==> src/un9_defines.svh <==
// Register map, field positions, reset values and timing counts of the nine-bit serial core.
//
// Functional notes
// - In nine-bit mode a received address is ANDed with the match mask and compared with the match value; a full mask matches one address.
// - A control bit switches between normal framing and nine-bit multidrop framing; clearing it restores normal framing.
// - While break is set the serial output is held at the break level; clearing it hands the line back to the shifter, mid-frame if one is still running, else idle.
// - Busy stays high until the transmit FIFO is empty and the last stop bit has left the shift register.
// - A receive-data-available flag is high exactly while the receive FIFO holds a character.
// - Characters enter the transmit FIFO only while it has space, and a full flag lets the writer wait or retry.
// - A data read removes and returns the oldest received character, and emptiness is visible beforehand.
// - Software selects the baud clock source, system clock or internal oscillator, and can read the choice back.
// - Divisor and frame format read back so the real baud rate can be worked out.
// - The baud generator covers rates from zero up to a sixteenth of the supplied clock.
// - Frames have five to eight data bits, one or two stop bits, and none, even, odd, one or zero parity.
// - On disable the character in progress finishes and then the transmit FIFO is flushed.
// - In nine-bit mode an address character, marked as address, is sent after all queued data.
`ifndef UN9_DEFINES_SVH
`define UN9_DEFINES_SVH

`define UN9_ADDR_W      8
`define UN9_OFF_DATA    8'h00
`define UN9_OFF_STATUS  8'h04
`define UN9_OFF_CTRL    8'h08
`define UN9_OFF_DIV     8'h0C
`define UN9_OFF_MATCH   8'h10
`define UN9_OFF_ADDRTX  8'h14
`define UN9_OFF_INTST   8'h18
`define UN9_OFF_INTMSK  8'h1C

`define UN9_CTRL_W      10
`define UN9_CTRL_EN     0
`define UN9_CTRL_NINE   1
`define UN9_CTRL_BRK    2
`define UN9_CTRL_CLKSRC 3
`define UN9_CTRL_WLEN   5:4
`define UN9_CTRL_STOP2  6
`define UN9_CTRL_PAR    9:7
`define UN9_CTRL_RST    10'h030
`define UN9_DIV_RST     16'h0036
`define UN9_MASK_RST    8'hFF
`define UN9_VALUE_RST   8'h00

`define UN9_ST_BUSY     0
`define UN9_ST_RXAVAIL  1
`define UN9_ST_TXFULL   2
`define UN9_ST_RXEMPTY  3
`define UN9_ST_TXEMPTY  4
`define UN9_ST_ADDRPEND 5
`define UN9_DATA_EMPTY  31

`define UN9_INT_W       3
`define UN9_INT_RX      0
`define UN9_INT_TXDONE  1
`define UN9_INT_ADDR    2

`define UN9_SUB_MID     4'h7
`define UN9_SUB_LAST    4'hF
`define UN9_RESP_OKAY   2'h0
`define UN9_RESP_SLVERR 2'h2

`endif

==> src/un9_pkg.sv <==
// Types shared by the nine-bit serial core.
package un9_pkg;
  typedef enum logic [2:0] {
    UN9_PAR_NONE = 3'b000,
    UN9_PAR_EVEN = 3'b001,
    UN9_PAR_ODD  = 3'b010,
    UN9_PAR_ONE  = 3'b011,
    UN9_PAR_ZERO = 3'b100
  } un9_par_e;

  typedef enum logic [0:0] {
    UN9_TX_IDLE  = 1'b0,
    UN9_TX_SHIFT = 1'b1
  } un9_tx_e;

  typedef enum logic [1:0] {
    UN9_RX_IDLE  = 2'b00,
    UN9_RX_START = 2'b01,
    UN9_RX_SHIFT = 2'b10
  } un9_rx_e;
endpackage

==> src/un9_fifo.sv <==
// Flip-flop FIFO with valid/ready on both sides and a synchronous flush.
`timescale 1ns/10ps
module un9_fifo #(
  parameter int WIDTH = 9,
  parameter int DEPTH = 16
) (
  input  wire logic             clk,       // System clock.
  input  wire logic             reset_n,   // Asynchronous reset, active low.
  input  wire logic             flush,     // Drops all contents.
  input  wire logic             in_valid,  // Writer offers a word.
  output logic                  in_ready,  // Space remains.
  input  wire logic [WIDTH-1:0] in_data,   // Word to store.
  output logic                  out_valid, // A word is held.
  input  wire logic             out_ready, // Reader takes the oldest word.
  output logic      [WIDTH-1:0] out_data   // Oldest word.
);
  localparam int AW = $clog2(DEPTH);

  logic [WIDTH-1:0] mem [DEPTH];
  logic [AW-1:0]    wr_ptr;
  logic [AW-1:0]    rd_ptr;
  logic [AW:0]      count;
  logic             push;
  logic             pop;

  assign in_ready  = (count != (AW+1)'(DEPTH));
  assign out_valid = (count != '0);
  assign out_data  = mem[rd_ptr];
  assign push      = in_valid && in_ready && !flush;
  assign pop       = out_valid && out_ready && !flush;

  always_ff @(posedge clk) begin
    if (push) begin
      mem[wr_ptr] <= in_data;
    end
  end

  always_ff @(posedge clk or negedge reset_n) begin
    if (!reset_n) begin
      wr_ptr <= '0;
      rd_ptr <= '0;
      count  <= '0;
    end else if (flush) begin
      wr_ptr <= '0;
      rd_ptr <= '0;
      count  <= '0;
    end else begin
      if (push) begin
        wr_ptr <= wr_ptr + AW'(1);
      end
      if (pop) begin
        rd_ptr <= rd_ptr + AW'(1);
      end
      if (push && !pop) begin
        count <= count + (AW+1)'(1);
      end else if (pop && !push) begin
        count <= count - (AW+1)'(1);
      end
    end
  end
endmodule

==> src/un9_core.sv <==
// Nine-bit multidrop serial transmitter and receiver with an AXI4-Lite register slave.
`timescale 1ns/10ps
`include "un9_defines.svh"
module un9_core #(
  parameter int TX_DEPTH = 16,
  parameter int RX_DEPTH = 16
) (
  input  wire logic                   clk,       // System clock, 100 MHz.
  input  wire logic                   reset_n,   // Asynchronous reset, active low.
  input  wire logic [`UN9_ADDR_W-1:0] awaddr,    // Write address.
  input  wire logic                   awvalid,   // Write address valid.
  output logic                        awready,   // Write address ready.
  input  wire logic [31:0]            wdata,     // Write data.
  input  wire logic [3:0]             wstrb,     // Write byte strobes.
  input  wire logic                   wvalid,    // Write data valid.
  output logic                        wready,    // Write data ready.
  output logic [1:0]                  bresp,     // Write response.
  output logic                        bvalid,    // Write response valid.
  input  wire logic                   bready,    // Write response ready.
  input  wire logic [`UN9_ADDR_W-1:0] araddr,    // Read address.
  input  wire logic                   arvalid,   // Read address valid.
  output logic                        arready,   // Read address ready.
  output logic [31:0]                 rdata,     // Read data.
  output logic [1:0]                  rresp,     // Read response.
  output logic                        rvalid,    // Read data valid.
  input  wire logic                   rready,    // Read data ready.
  input  wire logic                   osc_tick,  // One pulse per internal oscillator period.
  input  wire logic                   rxd,       // Serial input.
  output logic                        txd,       // Serial output.
  output logic                        irq        // Interrupt, active high level.
);
  localparam int CTRL_W = `UN9_CTRL_W;

  logic [`UN9_CTRL_W-1:0] ctrl;
  logic [15:0]            divisor;
  logic [7:0]             match_address_value;
  logic [7:0]             match_address_mask;
  logic [`UN9_INT_W-1:0]  int_status;
  logic [`UN9_INT_W-1:0]  int_mask;
  logic                   aw_held;
  logic                   w_held;
  logic [`UN9_ADDR_W-1:0] aw_q;
  logic [31:0]            w_q;
  logic [3:0]             strb_q;
  logic                   do_wr;
  logic                   do_rd;
  logic [31:0]            rd_mux;
  logic                   rd_ok;
  logic                   addr_pending;
  logic [7:0]             pend_addr;
  logic [15:0]            bdiv_cnt;
  logic                   src_en;
  logic                   baud_tick;
  un9_pkg::un9_tx_e       tx_state;
  logic [12:0]            tx_sh;
  logic [3:0]             tx_left;
  logic [3:0]             tx_sub;
  un9_pkg::un9_rx_e       rx_state;
  logic [9:0]             rx_sh;
  logic [3:0]             rx_idx;
  logic [3:0]             rx_sub;
  logic                   rx_selected;
  logic                   rx_done;
  logic [7:0]             rx_char;
  logic                   rx_x;
  logic                   addr_hit;
  logic                   busy;
  logic                   busy_q;
  logic                   tx_in_valid;
  logic                   tx_in_ready;
  logic                   tx_out_valid;
  logic [8:0]             tx_out_data;
  logic                   tx_load;
  logic                   tx_flush;
  logic                   rx_in_valid;
  logic                   rx_in_ready;
  logic                   rx_out_valid;
  logic                   rx_out_ready;
  logic [8:0]             rx_out_data;
  logic [3:0]             payload;
  logic [3:0]             frame_len;
  logic [`UN9_INT_W-1:0]  int_set;

  wire logic             enable    = ctrl[`UN9_CTRL_EN];
  wire logic             nine_mode = ctrl[`UN9_CTRL_NINE];
  wire logic             break_control = ctrl[`UN9_CTRL_BRK];
  wire logic [1:0]       wlen      = ctrl[`UN9_CTRL_WLEN];
  wire un9_pkg::un9_par_e par_mode = un9_pkg::un9_par_e'(ctrl[`UN9_CTRL_PAR]);

  function automatic logic [31:0] merge(input logic [31:0] old, input logic [31:0] nw,
                                        input logic [3:0] strb);
    logic [31:0] r;
    r = old;
    for (int i = 0; i < 4; i++) begin
      if (strb[i]) begin
        r[i*8 +: 8] = nw[i*8 +: 8];
      end
    end
    return r;
  endfunction

  function automatic logic [7:0] data_mask(input logic [1:0] wl);
    return 8'hFF >> (3'd3 - 3'(wl));
  endfunction

  // Bits between start and stop: data plus one parity or address-mark bit when parity or nine-bit mode is on.
  function automatic logic [3:0] payload_bits(input logic [1:0] wl, input logic nine,
                                              input un9_pkg::un9_par_e par);
    return 4'd5 + 4'(wl) + ((nine || par != un9_pkg::UN9_PAR_NONE) ? 4'd1 : 4'd0);
  endfunction

  function automatic logic par_bit(input logic [7:0] d, input logic [1:0] wl,
                                   input un9_pkg::un9_par_e par);
    logic [7:0] md;
    md = d & data_mask(wl);
    case (par)
      un9_pkg::UN9_PAR_EVEN: return ^md;
      un9_pkg::UN9_PAR_ODD:  return ~^md;
      un9_pkg::UN9_PAR_ONE:  return 1'b1;
      default:               return 1'b0;
    endcase
  endfunction

  function automatic logic [12:0] build_frame(input logic [7:0] d, input logic [1:0] wl,
                                              input logic has_x, input logic xbit);
    logic [12:0] f;
    f    = 13'h1FFF;
    f[0] = 1'b0;
    for (int i = 0; i < 8; i++) begin
      if (i < 5 + int'(wl)) begin
        f[1+i] = d[i];
      end
    end
    if (has_x) begin
      f[6+int'(wl)] = xbit;
    end
    return f;
  endfunction

  assign payload   = payload_bits(wlen, nine_mode, par_mode);
  assign frame_len = 4'd2 + payload + (ctrl[`UN9_CTRL_STOP2] ? 4'd1 : 4'd0);

  // Write channel: address and data are taken independently, in either order.
  assign awready = !aw_held;
  assign wready  = !w_held;
  assign do_wr   = aw_held && w_held && !bvalid;

  always_ff @(posedge clk or negedge reset_n) begin
    if (!reset_n) begin
      aw_held <= 1'b0;
      w_held  <= 1'b0;
      aw_q    <= '0;
      w_q     <= '0;
      strb_q  <= '0;
    end else begin
      if (awvalid && awready) begin
        aw_held <= 1'b1;
        aw_q    <= awaddr;
      end else if (do_wr) begin
        aw_held <= 1'b0;
      end
      if (wvalid && wready) begin
        w_held <= 1'b1;
        w_q    <= wdata;
        strb_q <= wstrb;
      end else if (do_wr) begin
        w_held <= 1'b0;
      end
    end
  end

  always_ff @(posedge clk or negedge reset_n) begin
    if (!reset_n) begin
      bvalid <= 1'b0;
      bresp  <= `UN9_RESP_OKAY;
    end else if (do_wr) begin
      bvalid <= 1'b1;
      case (aw_q)
        `UN9_OFF_DATA, `UN9_OFF_CTRL, `UN9_OFF_DIV, `UN9_OFF_MATCH, `UN9_OFF_ADDRTX,
        `UN9_OFF_INTMSK: bresp <= `UN9_RESP_OKAY;
        default:         bresp <= `UN9_RESP_SLVERR;
      endcase
    end else if (bready) begin
      bvalid <= 1'b0;
    end
  end

  always_ff @(posedge clk or negedge reset_n) begin
    if (!reset_n) begin
      ctrl                <= `UN9_CTRL_RST;
      divisor             <= `UN9_DIV_RST;
      match_address_value <= `UN9_VALUE_RST;
      match_address_mask  <= `UN9_MASK_RST;
      int_mask            <= '0;
    end else if (do_wr) begin
      case (aw_q)
        `UN9_OFF_CTRL:   ctrl <= CTRL_W'(merge(32'(ctrl), w_q, strb_q));
        `UN9_OFF_DIV:    divisor <= 16'(merge(32'(divisor), w_q, strb_q));
        `UN9_OFF_MATCH: begin
          if (strb_q[0]) begin
            match_address_value <= w_q[7:0];
          end
          if (strb_q[1]) begin
            match_address_mask <= w_q[15:8];
          end
        end
        `UN9_OFF_INTMSK: int_mask <= w_q[`UN9_INT_W-1:0];
        default: begin
        end
      endcase
    end
  end

  // An address request waits for the FIFO and shifter to drain; new data is held off meanwhile.
  always_ff @(posedge clk or negedge reset_n) begin
    if (!reset_n) begin
      addr_pending <= 1'b0;
      pend_addr    <= '0;
    end else if (tx_flush) begin
      addr_pending <= 1'b0;
    end else if (tx_load && addr_pending && !tx_out_valid) begin
      addr_pending <= 1'b0;
    end else if (do_wr && aw_q == `UN9_OFF_ADDRTX && strb_q[0] && nine_mode) begin
      addr_pending <= 1'b1;
      pend_addr    <= w_q[7:0];
    end
  end

  // Read channel: one read in flight; a data read pops, an interrupt status read clears events.
  assign arready      = !rvalid;
  assign do_rd        = arvalid && arready;
  assign rx_out_ready = do_rd && araddr == `UN9_OFF_DATA;

  always_comb begin
    rd_mux = '0;
    rd_ok  = 1'b1;
    case (araddr)
      `UN9_OFF_DATA: begin
        rd_mux[8:0]             = rx_out_valid ? rx_out_data : 9'h000;
        rd_mux[`UN9_DATA_EMPTY] = !rx_out_valid;
      end
      `UN9_OFF_STATUS: begin
        rd_mux[`UN9_ST_BUSY]     = busy;
        rd_mux[`UN9_ST_RXAVAIL]  = rx_out_valid;
        rd_mux[`UN9_ST_TXFULL]   = !tx_in_ready || addr_pending;
        rd_mux[`UN9_ST_RXEMPTY]  = !rx_out_valid;
        rd_mux[`UN9_ST_TXEMPTY]  = !tx_out_valid;
        rd_mux[`UN9_ST_ADDRPEND] = addr_pending;
      end
      `UN9_OFF_CTRL:   rd_mux[`UN9_CTRL_W-1:0] = ctrl;
      `UN9_OFF_DIV:    rd_mux[15:0] = divisor;
      `UN9_OFF_MATCH:  rd_mux[15:0] = {match_address_mask, match_address_value};
      `UN9_OFF_INTST:  rd_mux[`UN9_INT_W-1:0] = int_status;
      `UN9_OFF_INTMSK: rd_mux[`UN9_INT_W-1:0] = int_mask;
      default:         rd_ok = 1'b0;
    endcase
  end

  always_ff @(posedge clk or negedge reset_n) begin
    if (!reset_n) begin
      rvalid <= 1'b0;
      rdata  <= '0;
      rresp  <= `UN9_RESP_OKAY;
    end else if (do_rd) begin
      rvalid <= 1'b1;
      rdata  <= rd_mux;
      rresp  <= rd_ok ? `UN9_RESP_OKAY : `UN9_RESP_SLVERR;
    end else if (rready) begin
      rvalid <= 1'b0;
    end
  end

  // Events: a new event in the cycle of the clearing read still lands.
  assign int_set = {rx_in_valid && rx_in_ready && rx_x && nine_mode,
                    busy_q && !busy,
                    rx_in_valid && rx_in_ready};

  always_ff @(posedge clk or negedge reset_n) begin
    if (!reset_n) begin
      int_status <= '0;
      busy_q     <= 1'b0;
    end else begin
      busy_q <= busy;
      if (do_rd && araddr == `UN9_OFF_INTST) begin
        int_status <= int_set;
      end else begin
        int_status <= int_status | int_set;
      end
    end
  end

  assign irq = |(int_status & int_mask);

  // Baud generator: a zero divisor stops the line, divisor 1 gives clock/16.
  assign src_en    = ctrl[`UN9_CTRL_CLKSRC] ? osc_tick : 1'b1;
  assign baud_tick = src_en && divisor != 16'h0000 && bdiv_cnt >= divisor - 16'h0001;

  always_ff @(posedge clk or negedge reset_n) begin
    if (!reset_n) begin
      bdiv_cnt <= '0;
    end else if (src_en) begin
      bdiv_cnt <= (baud_tick || divisor == 16'h0000) ? 16'h0000 : bdiv_cnt + 16'h0001;
    end
  end

  // Transmit FIFO and shifter.
  assign tx_in_valid = do_wr && aw_q == `UN9_OFF_DATA && strb_q[0] && !addr_pending;
  assign tx_flush    = !enable && tx_state == un9_pkg::UN9_TX_IDLE;
  assign tx_load     = tx_state == un9_pkg::UN9_TX_IDLE && enable && !break_control &&
                       (tx_out_valid || addr_pending);
  assign busy        = tx_out_valid || tx_state != un9_pkg::UN9_TX_IDLE || addr_pending;

  un9_fifo #(
    .WIDTH (9),
    .DEPTH (TX_DEPTH)
  ) u_tx_fifo (
    .clk       (clk),
    .reset_n   (reset_n),
    .flush     (tx_flush),
    .in_valid  (tx_in_valid),
    .in_ready  (tx_in_ready),
    .in_data   ({1'b0, w_q[7:0]}),
    .out_valid (tx_out_valid),
    .out_ready (tx_load),
    .out_data  (tx_out_data)
  );

  always_ff @(posedge clk or negedge reset_n) begin
    if (!reset_n) begin
      tx_state <= un9_pkg::UN9_TX_IDLE;
      tx_sh    <= 13'h1FFF;
      tx_left  <= '0;
      tx_sub   <= '0;
    end else begin
      case (tx_state)
        un9_pkg::UN9_TX_IDLE: begin
          tx_sub <= '0;
          if (tx_load) begin
            tx_state <= un9_pkg::UN9_TX_SHIFT;
            tx_left  <= frame_len;
            if (tx_out_valid) begin
              tx_sh <= build_frame(tx_out_data[7:0], wlen, nine_mode || par_mode !=
                       un9_pkg::UN9_PAR_NONE, nine_mode ? 1'b0 :
                       par_bit(tx_out_data[7:0], wlen, par_mode));
            end else begin
              tx_sh <= build_frame(pend_addr, wlen, 1'b1, 1'b1);
            end
          end
        end
        un9_pkg::UN9_TX_SHIFT: begin
          if (baud_tick) begin
            tx_sub <= tx_sub + 4'h1;
            if (tx_sub == `UN9_SUB_LAST) begin
              tx_sh   <= {1'b1, tx_sh[12:1]};
              tx_left <= tx_left - 4'h1;
              if (tx_left == 4'h1) begin
                tx_state <= un9_pkg::UN9_TX_IDLE;
              end
            end
          end
        end
        default: tx_state <= un9_pkg::UN9_TX_IDLE;
      endcase
    end
  end

  // Break overrides the shifter; the frame underneath keeps its timing.
  always_ff @(posedge clk or negedge reset_n) begin
    if (!reset_n) begin
      txd <= 1'b1;
    end else begin
      txd <= !break_control && (tx_state == un9_pkg::UN9_TX_IDLE || tx_sh[0]);
    end
  end

  // Receiver: start bit checked at mid-bit, then one sample per bit period.
  assign rx_char  = rx_sh[7:0] & data_mask(wlen);
  assign rx_x     = rx_sh[5+int'(wlen)];
  assign addr_hit = (rx_char & match_address_mask) == match_address_value;
  assign rx_done  = rx_state == un9_pkg::UN9_RX_SHIFT && baud_tick &&
                    rx_sub == `UN9_SUB_LAST && rx_idx == payload;
  assign rx_in_valid = rx_done && (!nine_mode || (rx_x ? addr_hit : rx_selected));

  always_ff @(posedge clk or negedge reset_n) begin
    if (!reset_n) begin
      rx_selected <= 1'b0;
    end else if (!nine_mode) begin
      rx_selected <= 1'b0;
    end else if (rx_done && rx_x) begin
      rx_selected <= addr_hit;
    end
  end

  always_ff @(posedge clk or negedge reset_n) begin
    if (!reset_n) begin
      rx_state <= un9_pkg::UN9_RX_IDLE;
      rx_sh    <= '0;
      rx_idx   <= '0;
      rx_sub   <= '0;
    end else begin
      case (rx_state)
        un9_pkg::UN9_RX_IDLE: begin
          rx_sub <= '0;
          rx_idx <= '0;
          if (enable && !rxd && divisor != 16'h0000) begin
            rx_state <= un9_pkg::UN9_RX_START;
          end
        end
        un9_pkg::UN9_RX_START: begin
          if (baud_tick) begin
            rx_sub <= rx_sub + 4'h1;
            if (rx_sub == `UN9_SUB_MID) begin
              rx_sub   <= '0;
              rx_state <= rxd ? un9_pkg::UN9_RX_IDLE : un9_pkg::UN9_RX_SHIFT;
            end
          end
        end
        un9_pkg::UN9_RX_SHIFT: begin
          if (baud_tick) begin
            rx_sub <= rx_sub + 4'h1;
            if (rx_sub == `UN9_SUB_LAST) begin
              if (rx_idx == payload) begin
                rx_state <= un9_pkg::UN9_RX_IDLE;
              end else begin
                rx_sh[rx_idx] <= rxd;
                rx_idx        <= rx_idx + 4'h1;
              end
            end
          end
        end
        default: rx_state <= un9_pkg::UN9_RX_IDLE;
      endcase
    end
  end

  // A character arriving while the receive FIFO is full is lost.
  un9_fifo #(
    .WIDTH (9),
    .DEPTH (RX_DEPTH)
  ) u_rx_fifo (
    .clk       (clk),
    .reset_n   (reset_n),
    .flush     (1'b0),
    .in_valid  (rx_in_valid),
    .in_ready  (rx_in_ready),
    .in_data   ({nine_mode && rx_x, rx_char}),
    .out_valid (rx_out_valid),
    .out_ready (rx_out_ready),
    .out_data  (rx_out_data)
  );
endmodule

==> config.mk <==
export PLATFORM = sky130hd
export DESIGN_NAME = un9_core
export DESIGN_NICKNAME = d
export VERILOG_FILES = /design/src/un9_pkg.sv /design/src/un9_fifo.sv /design/src/un9_core.sv
export VERILOG_INCLUDE_DIRS = /design/src /design/src/src
export SDC_FILE = /design/constraint.sdc
export NUM_CORES = 1
export LEC_CHECK = 0
export BUFFER_PORTS_ARGS = -buffer_cell sky130_fd_sc_hd__buf_2
export CAP_MARGIN = 20
export CORE_MARGIN = 1
export CORE_UTILIZATION = 65
export CTS_BUF_LIST = sky130_fd_sc_hd__clkbuf_8
export DETAILED_ROUTE_END_ITERATION = 8
export PLACE_DENSITY = 0.85
export SLEW_MARGIN = 20
export SYNTH_ARGS = -nofsm -noshare
export SYNTH_HDL_FRONTEND = slang
export SYNTH_HIERARCHICAL = 1
export SYNTH_SLANG_ARGS = --single-unit
==> constraint.sdc <==
create_clock -name clk -period 9.2 [get_ports clk]
set_input_delay 0.46 -clock clk [delete_from_list [all_inputs] [get_ports clk]]
set_output_delay 0.46 -clock clk [all_outputs]
set_load 0.05 [all_outputs]
# After elaboration in Yosys (flattened, before gate mapping)
# Memories as Yosys holds them, arrays and structs flattened.
# Index checks and enable logic that the tools add are counted.
[op_classes] magnitude_cmp=14 n_bitwise=10 add_sub_neg=21 shift=1 n_eq_ne=35 reduce_logical=108 mux=152
[op_table] cell="$lt A4 B32 Y1 const A" n=4
[op_table] cell="$mux W1" n=98
[op_table] cell="$mux W13" n=5
[op_table] cell="$lt A3 B32 Y1 const A" n=2
[op_table] cell="$mux W4" n=14
[op_table] cell="$eq A8 B5 Y1 const B" n=6
[op_table] cell="$logic_and A1 B1 Y1" n=45
[op_table] cell="$eq A8 B4 Y1 const B" n=4
[op_table] cell="$lt A1 B32 Y1 const A" n=1
[op_table] cell="$lt A2 B32 Y1 const A" n=1
[op_table] cell="$add A4 B1 Y4 const B" n=7
[op_table] cell="$reduce_and A3 Y1" n=9
[op_table] cell="$pmux W13 S2" n=1
[op_table] cell="$mux W5" n=5
[op_table] cell="$and A8 B8 Y8" n=3
[op_table] cell="$pmux W4 S2" n=3
[op_table] cell="$pmux W3 S7" n=1
[op_table] cell="$logic_not A1 Y1" n=18
[op_table] cell="$mux W2" n=9
[op_table] cell="$add A16 B1 Y16 const B" n=1
[op_table] cell="$ge A16 B16 Y1" n=1
[op_table] cell="$logic_not A16 Y1" n=1
[op_table] cell="$logic_not A8 Y1" n=2
[op_table] cell="$mux W16" n=1
[op_table] cell="55 further kinds" n=99
[totals] wordCells=381 reg_bits=195 input_bits=61 memories=2 output_inout_bits=43 ramBits=272
[mem_list] name="u_rx_fifo.mem" words=16 word_bits=9 rd=1 rd_clocked_by_memory_dff=0 wr=1 line="un9_fifo.sv:19" source="logic [WIDTH-1:0] mem [DEPTH];"
[mem_list] name="u_tx_fifo.mem" words=16 word_bits=8 rd=1 rd_clocked_by_memory_dff=0 wr=1 line="un9_fifo.sv:19"

# Longest topological paths before layout
# Gate-level depths: netlist of run 1.
[logic_depth] word_depth=14 ltp_mapped=25 ltp_nobuf=23

# Cells and area by module
# Netlist of run 1, hierarchy kept.
[modules_own_cells] mod="un9_core" cells_per_inst=892 n_inst=1 area_per_inst_um2=9222.6
[modules_own_cells] mod="un9_fifo at u_rx_fifo" cells_per_inst=380 n_inst=1 area_per_inst_um2=6610.1
[modules_own_cells] mod="un9_fifo at u_tx_fifo" cells_per_inst=380 n_inst=1 area_per_inst_um2=6607.6

# Worst setup path after synthesis of run 1
# OpenSTA, ideal clock, no wires.
[synth_path] kind="reg-to-reg" from="register divisor[3]" to="memory u_rx_fifo.mem[2][0] (enable)" slack_ns=3.743 t_required_ns=8.801 arrival_ns=5.057 path_stages_with_launch=20 setup_time_ns=0.399 path_cell_list="dfrtp_1 -> or4_4 -> nor3_1 -> nand2_1 -> nor4_1 -> xnor2_1 -> ha_1 -> nand4_1 -> a2111oi_4 -> a211oi_4 -> nor2_2 -> buf_2 -> nand2_1 -> inv_1 -> and2_1 -> clkbuf_2 -> inv_1 -> a21oi_2 -> and2_1 -> nor4bb_1"
[synth_between] elab_chain_cells=10 word_cells_on_any_way=12 classes_between="1 x add/sub; 1 x order compare; 2 x mux; 8 x reduce/logical"
[synth_rtl] item="start, declared" line="un9_core.sv:35" source="logic [15:0] divisor;"
[synth_rtl] item="start signal, assigned" line="un9_core.sv:191" source="divisor <= `UN9_DIV_RST;"
[synth_rtl] item="start signal, assigned" line="un9_core.sv:198" source="`UN9_OFF_DIV: divisor <= 16'(merge(32'(divisor), w_q, strb_q));"
[synth_rtl] item="$sub A16 B1 Y16 or $reduce_bool A16 Y1 (tied branches)" line="un9_core.sv:296" source="assign baud_tick = src_en && divisor != 16'h0000 && bdiv_cnt >= divisor - 16'h0001;"
[synth_rtl] item="$ge A16 B16 Y1 or $logic_and A1 B1 Y1 (tied branches)" line="un9_core.sv:296"
[synth_rtl] item="$logic_and A1 B1 Y1 (*)" line="un9_core.sv:296"
[synth_rtl] item="$logic_and A1 B1 Y1 (*)" line="un9_core.sv:380" source="assign rx_done = rx_state == un9_pkg::UN9_RX_SHIFT && baud_tick &&"
[synth_rtl] item="$logic_and A1 B1 Y1 (no source line) (*)"
[synth_rtl] item="$logic_and A1 B1 Y1 (*)" line="un9_core.sv:380"
[synth_rtl] item="$logic_and A1 B1 Y1 (*)" line="un9_core.sv:382" source="assign rx_in_valid = rx_done && (!nine_mode || (rx_x ? addr_hit : rx_selected));"
[synth_rtl] item="net rx_in_valid" line="un9_core.sv:75" source="logic rx_in_valid;"
[synth_rtl] item="$logic_and A1 B1 Y1 (*)" line="un9_fifo.sv:29" source="assign push = in_valid && in_ready && !flush;"
[synth_rtl] item="$mux W1 (*)" line="un9_fifo.sv:33" source="if (push) begin"
[synth_rtl] item="$mux W1 (not written as such) (*)" line="un9_fifo.sv:34" source="mem[wr_ptr] <= in_data;"
[synth_rtl] item="end, declared" line="un9_fifo.sv:19"
# Mark *: on every way through the listed nets, which the timed path passes. The rest lies on a longest branch.

# Final worst setup path of run 1
[layout_path] from="register divisor[3]" to="register u_rx_fifo.count[4]"
[layout_between] elab_chain_cells=11 word_cells_on_any_way=15 classes_between="1 x add/sub; 1 x order compare; 1 x mux; 12 x reduce/logical"
[layout_rtl] item="$sub A16 B1 Y16 or $reduce_bool A16 Y1 (tied branches)" line="un9_core.sv:296"
[layout_rtl] item="$ge A16 B16 Y1 or $logic_and A1 B1 Y1 (tied branches)" line="un9_core.sv:296"
[layout_rtl] item="$logic_and A1 B1 Y1 (*)" line="un9_core.sv:296"
[layout_rtl] item="$logic_and A1 B1 Y1 (*)" line="un9_core.sv:380"
[layout_rtl] item="$logic_and A1 B1 Y1 (no source line) (*)"
[layout_rtl] item="$logic_and A1 B1 Y1 (*)" line="un9_core.sv:380"
[layout_rtl] item="$logic_and A1 B1 Y1 (*)" line="un9_core.sv:382"
[layout_rtl] item="net rx_in_valid" line="un9_core.sv:75"
[layout_rtl] item="$logic_and A1 B1 Y1 (*)" line="un9_fifo.sv:29"
[layout_rtl] item="$logic_not A1 Y1" line="un9_fifo.sv:56" source="end else if (pop && !push) begin"
[layout_rtl] item="$logic_and A1 B1 Y1" line="un9_fifo.sv:56"
[layout_rtl] item="$reduce_bool A2 Y1 (no source line)"
[layout_rtl] item="end signal, assigned" line="un9_fifo.sv:55" source="count <= count + (AW+1)'(1);"
[layout_rtl] item="end signal, assigned" line="un9_fifo.sv:57" source="count <= count - (AW+1)'(1);"
[layout_rtl] item="end, declared" line="un9_fifo.sv:22" source="logic [AW:0] count;"
# Marked as above.
# A chain may end at the register's enable or synchronous reset.

==> flow_summary.ini, run 1 <==
[die]
io_pins = 104
chipWidth_um = 185
fp.dieH_um = 185
coreArea_um2 = 32800
dieArea_um2 = 34300
rows = 66
start_util = 0.666

[grt]
antenna_found_initial = 2
grt-ovfl-total = 0
grt_max_degree = 68
grt_pass1_vias = 14076
track_usage = 0.299
grt_pass1_wl_um = 77200

[final_layout]
fillers = 2012
final_nets = 1847
area_growth_pct = 9.84
final_layout_size_suffix_gt1_frac = 0.216
stdcell_area_um2 = 24000

[clock_tree]
path_clk_slew_ns = 0.07
cts_buffer_depth = 3
cts_made_buffers = 73
cts_tree = built
htree_levels = 3
cts_root_buf = clkbuf_8
cts_setup_buffers = 0
worstSkewPairLatency_ns = 0.62
cts_sinks = 464
cts-resized-gates = 0

[placement]
post_dp_cell_area_um2 = 22600
hpwl_um = 32700
numPortBuffers = 68
gp_congestion = 0.907

[sta]
period_share = 0.704
post-route-min-period_ns = 6.48
rsz0062_at_grt = no
worst_pin_slew_ns = 1.14
fmax_ghz = 0.154
hold_violations = 0
finalMaxSlewViolations = 0
relSlewSlack = 0.236
finalSetupTns_ns = 0
skew_ns = 0.0234
setup_viol = 0

[critical_path]
worstPathRequired_ns = 9.75
arrival_ns = 7.03
crit_slowest_cell = or4_4
timing_worst_setup_path_type = register to register
cp-start-kind = register
cp_max_fo = 12
timing.critical_path.mode_cell = nor3_1
reg2reg_depth = 22
crit_chain = or4_4 -> nor3_1 -> nand2_1 -> nor3_1 -> xnor2_1 -> ha_1 -> nand4_1 -> nor3_1 -> or3_1 -> a211oi_4 -> nor2_2 -> nand2_1 -> inv_1 -> and2_1 -> inv_1 -> a21oi_2 -> nand3b_1 -> fa_1 -> a21o_1 -> a2111oi_0 -> o21ai_0 -> a31oi_1
crit_path_end_kind = register
slowest_delay_ns = 0.60

[detailed_routing]
viasPerCell = 6.41
wl_um = 49400
drtAntennaViolNets = 0
avgRoutedWirePerCell_um = 22.3
drt_iter0_drc = 1514
drtPass1Iterations = 8
drc = 0
vias = 14236

[pwr]
ir_drop_mv = 0.244
finalPower_uw = 5140
powerDensity_nw_per_um2 = 214
cellLeakagePower_uw = 0.00954

[status]
status = completed

[run]
max-cap-violations = 0

[synth]
yosys_warnings = 6
avgSynthCellArea_um2 = 13.4
syn_inst = 1625
synth_area_um2 = 21800

[min_path]
min_path_type = input pin to register
hold_depth = 2
[cells in the final DEF, fill, tap and decap left out, drive strengths merged, types with 8 or more instances in the layout]
cell type,n
nand3,41
nor4,11
nor3b,9
xnor2,35
clkinv,8
clkbuf,87
nor2,91
nand4,11
nor2b,22
o31ai,8
xor2,28
and2,9
inv,82
mux4,36
nand3b,8
a21oi,46
nand2b,8
and3,20
a22oi,24
nand2,122
o211ai,8
edfxtp,272
conb,24
a221oi,37
buf,89
dfstp,27
mux2,93
nor3,35
dfrtp,165
ha,60
mux2i,88
o21ai,73
a31oi,8
[state kept, by name, summed over array words and instances (netlist names), 10 cells and up]
name and count:
w_q 16, rdata 17, u_rx_fifo/mem 144, rx_sh 10, tx_sh 12, u_tx_fifo/mem 128, divisor 16, bdiv_cnt 16
ctrl 10
[worst paths after layout]
path | start | slack (ns) | to
worst max-delay path | divisor[3]$_DFFE_PN0P_ | 2.72 | u_rx_fifo/count[4]$_DFFE_PN0P_
worst min-delay path | bready | 0.03 | bvalid$_DFFE_PN0P_
worst max register to register | divisor[3]$_DFFE_PN0P_ | 2.72 | u_rx_fifo/count[4]$_DFFE_PN0P_
worst min register to register | bresp[1]$_DFFE_PN0P_ | 0.47 | bresp[1]$_DFFE_PN0P_
max in group asynchronous | reset_n | 6.81 | tx_sub[3]$_DFFE_PN0P_
min in group asynchronous | reset_n | 0.38 | bdiv_cnt[11]$_DFFE_PN0P_
[power breakdown]
group / switching (uW) / internal (uW)
Sequential: 251 / 2400
Clock: 791 / 878
Combinational: 495 / 326
Total: 1540 / 3600
[layer usage]
layer,vias to the layer above,track usage,part of all wire,wire length (um)
li1,6279,-,-,-
met3,124,0.0537,0.085,4220
met1,7087,0.417,0.40,19800
met5,-,0,0.00026,13
met2,744,0.456,0.47,23400
met4,2,0.147,0.039,1910
[cell type report]
class                           instances  area, um^2  area share
Timing Repair Buffer                   91         524      0.0219
Inverter                               52         195     0.00814
Clock inverter                         42         215     0.00897
Antenna cell                            1        2.50    0.000104
Tap cell                              442         553      0.0231
Multi-Input combinational cell       1042        8310       0.346
Clock buffer                           86        1180      0.0493
Sequential cell                       464       13000       0.542
[critical path, delay by kind of cell, from the launching register on]
kind                       cells  cell delay [ns]
and+or+nand+nor               11             3.38
DFF                            1             0.43
adders and majority gates      2             0.83
xor gates and xnor gates       1             0.14
AOI/OAI and AO/OA              6             1.34
buffers and inverters          2             0.27
[metrics by stage]
step	cells	util	hold WS (ns)	setup WS [ns]
CTS	2219	0.732	0.0232	2.85
detailed placement	2090	0.689	0.465	2.87
floorplan	1648	-	0.164	3.74
finish	2220	0.732	0.0345	2.72
global placement	2090	0.688	0.454	3.00
global route	2219	0.732	0.0214	2.29
[timing repair]
item | CTS | global route
endpoints found under the hold margin | 55 | 0
hold buffers | 1 | 0
setup endpoints to repair | 0 | 0
No activity file was read; power rests on OpenSTA's default activity.
==> run 2: changes to the inputs <==
--- a/config.mk
+++ b/config.mk
@@ -9,10 +9,10 @@
 export BUFFER_PORTS_ARGS = -buffer_cell sky130_fd_sc_hd__buf_2
 export CAP_MARGIN = 20
 export CORE_MARGIN = 1
-export CORE_UTILIZATION = 65
+export CORE_UTILIZATION = 64
 export CTS_BUF_LIST = sky130_fd_sc_hd__clkbuf_8
 export DETAILED_ROUTE_END_ITERATION = 8
-export PLACE_DENSITY = 0.85
+export PLACE_DENSITY = 0.84
 export SLEW_MARGIN = 20
 export SYNTH_ARGS = -nofsm -noshare
 export SYNTH_HDL_FRONTEND = slang
==> constraint.sdc (replaced) <==
create_clock -name clk -period 6.35 [get_ports clk]
set_input_delay 0.3175 -clock clk [delete_from_list [all_inputs] [get_ports clk]]
set_output_delay 0.3175 -clock clk [all_outputs]
set_load 0.05 [all_outputs]
==> run 2 against run 1 <==
  * Count of clock-buffer cells in the layout shrank 8
  * Final area grew 1.4%
  * Global-route usage grew 0.24 points
  * First-iteration DRC count grew 26%
  * Die area grew 1.5%
  * Via count grew 2.3%
  * Critical path depth is the same
  * Non-clock buffer count grew 40
  * Hold slack gained 0.080 ns
  * Power grew 44%
  * Critical endpoint unchanged
  * Largest power group unchanged
==> flow_summary.ini, run 2 (synthesized netlist as in run 1, its figures left out) <==
[clock_tree]
cts_sinks = 464
htree_levels = 3
worstSkewPairLatency_ns = 0.61
cts_buffer_depth = 3
cts_made_buffers = 73
cts_setup_buffers = 0
cts_root_buf = clkbuf_8
cts_tree = built
path_clk_slew_ns = 0.06

[final_layout]
stdcell_area_um2 = 24300
final_nets = 1887
final_layout_size_suffix_gt1_frac = 0.213
final_core_util = 0.725
layout.cells.non_filler = 2272
largest_reg_flops = 144
final_common_cell = edfxtp_1
regMostFlops = u_rx_fifo/mem
reg_top3 = u_rx_fifo/mem x144, u_tx_fifo/mem x128, rdata x17
final_cell_mix = edfxtp_1 (272), dfrtp_1 (163), nand2_1 (121), nor2_1 (90), mux2i_1 (88)
area_growth_pct = 11.3

[placement]
numPortBuffers = 68
hpwl_um = 33900
post_dp_cell_area_um2 = 22600
dp.cells = 2105
gp_congestion = 0.923
dp_slack_ns = 0.731

[die]
rows = 67
io_pins = 104
coreArea_um2 = 33500
start_util = 0.651
fp.dieH_um = 187
chipWidth_um = 187
dieArea_um2 = 34900

[pwr]
p_clk_frac = 0.316
p_int_uw = 5140
combinationalPowerShare = 0.164
swShare = 0.305
powerDensity_nw_per_um2 = 304
ir_drop_mv = 0.267
cellLeakagePower_uw = 0.00966
power.share.sequential = 0.520
p_switching_uw = 2260

[grt]
grt-ovfl-total = 0
grt_max_degree = 121
antenna_found_initial = 4
grt_pass1_vias = 14600
track_usage = 0.302
grt_pass1_wl_um = 81000

[detailed_routing]
vias = 14569
drtAntennaViolNets = 0
viasPerCell = 6.41
drc = 0
drt_iter0_drc = 1902
avgRoutedWirePerCell_um = 22.8
wl_um = 51800
drtPass1Iterations = 7

[sta]
skew_ns = 0.0268
finalMaxSlewViolations = 0
fmax_ghz = 0.171
worst_pin_slew_ns = 1.06
setup_ws_ns = 0.511
period_share = 0.920
finalSetupTns_ns = 0
post-route-min-period_ns = 5.84
rsz0062_at_grt = no
relSlewSlack = 0.288
setup_viol = 0
hold_violations = 0

[run]
max-cap-violations = 0

[critical_path]
reg2reg_depth = 22
cp_max_fo = 8
worstPathRequired_ns = 6.86
timing_worst_setup_path_type = register to register
arrival_ns = 6.35
cp-start-kind = register
crit_path_end_kind = register

[min_path]
hold_depth = 4
min_path_type = input pin to register

[status]
status = completed
run 2: changes by cell type in the layout (fill, tap and decap cells not counted), sizes merged:
cell and delta:
clkinv +20, clkinvlp +1, buf +10, inv -9, clkbuf -8, diode +2, dlygate4sd3 +30
run 2: final timing paths:
check / from / slack (ns) / endpoint
max: divisor[3]$_DFFE_PN0P_ / 0.51 / u_rx_fifo/count[4]$_DFFE_PN0P_
max reg2reg: divisor[3]$_DFFE_PN0P_ / 0.51 / u_rx_fifo/count[4]$_DFFE_PN0P_
min reg2reg: tx_sh[10]$_DFFE_PN1P_ / 0.47 / tx_sh[10]$_DFFE_PN1P_
max in group asynchronous: reset_n / 4.78 / pend_addr[0]$_DFFE_PN0P_
min in group asynchronous: reset_n / 0.22 / busy_q$_DFF_PN0_
min: osc_tick / 0.11 / bdiv_cnt[0]$_DFFE_PN0P_
run 2: critical path: stages, from the launching register on:
cell,delay (ns)
dfrtp_1,0.45
or4_4,0.61
nor3_1,0.19
nand2_1,0.13
nor4_1,0.25
xnor2_1,0.14
ha_1,0.33
nand4_1,0.18
a2111oi_4,0.41
a211oi_4,0.14
nor2_2,0.16
nand2_1,0.10
inv_1,0.08
and2_1,0.45
inv_1,0.18
a21oi_2,0.14
buf_4,0.17
nand3b_1,0.22
fa_1,0.50
a21o_1,0.21
a2111oi_0,0.41
o21ai_0,0.15
a31oi_1,0.15
run 2: timing repair:
action                                 4_1_cts  5_1_grt
hold buffers                                31        0
endpoints found under the hold margin      139        0
resized for setup                            0        0
run 2: final cells by class:
type | count | area (um^2)
inverter | 52 | 195
antenna | 3 | 7.51
multi-input combinational | 1042 | 8280
timing repair buffer | 131 | 920
clock buffer | 78 | 1070
tap | 448 | 561
clock inverter | 54 | 267
sequential | 464 | 13000
fill | 2065 | 9220
run 2: stage by stage:
step                      power, uW  hold WS (ns)
after floorplan                4630        0.0219
after global placement         4980         0.453
after detailed placement       5050         0.457
after CTS                      7380        0.0850
after global routing           7700         0.148
final                          7400         0.114
run 2: metal layers:
| layer | global-route usage | share of wire | routed length, um | up-vias |
|---|---|---|---|---|
| met1 | 0.415 | 0.40 | 20500 | 7314 |
| met2 | 0.478 | 0.48 | 24900 | 738 |
| li1 | - | - | - | 6364 |
| met3 | 0.0472 | 0.083 | 4310 | 151 |
| met5 | 0 | 0.00019 | 10 | - |
| met4 | 0.139 | 0.041 | 2100 | 2 |
run 2: power groups by stage:
| stage | combinational [uW] | sequential (uW) | clock (uW) |
|---|---|---|---|
| final | 1220 | 3850 | 2340 |
| after global placement | 1120 | 3870 | 0 |
| after floorplan | 883 | 3750 | 0 |
| after CTS | 1190 | 3830 | 2350 |
| after detailed placement | 1170 | 3880 | 0 |
| after global routing | 1330 | 3860 | 2500 |
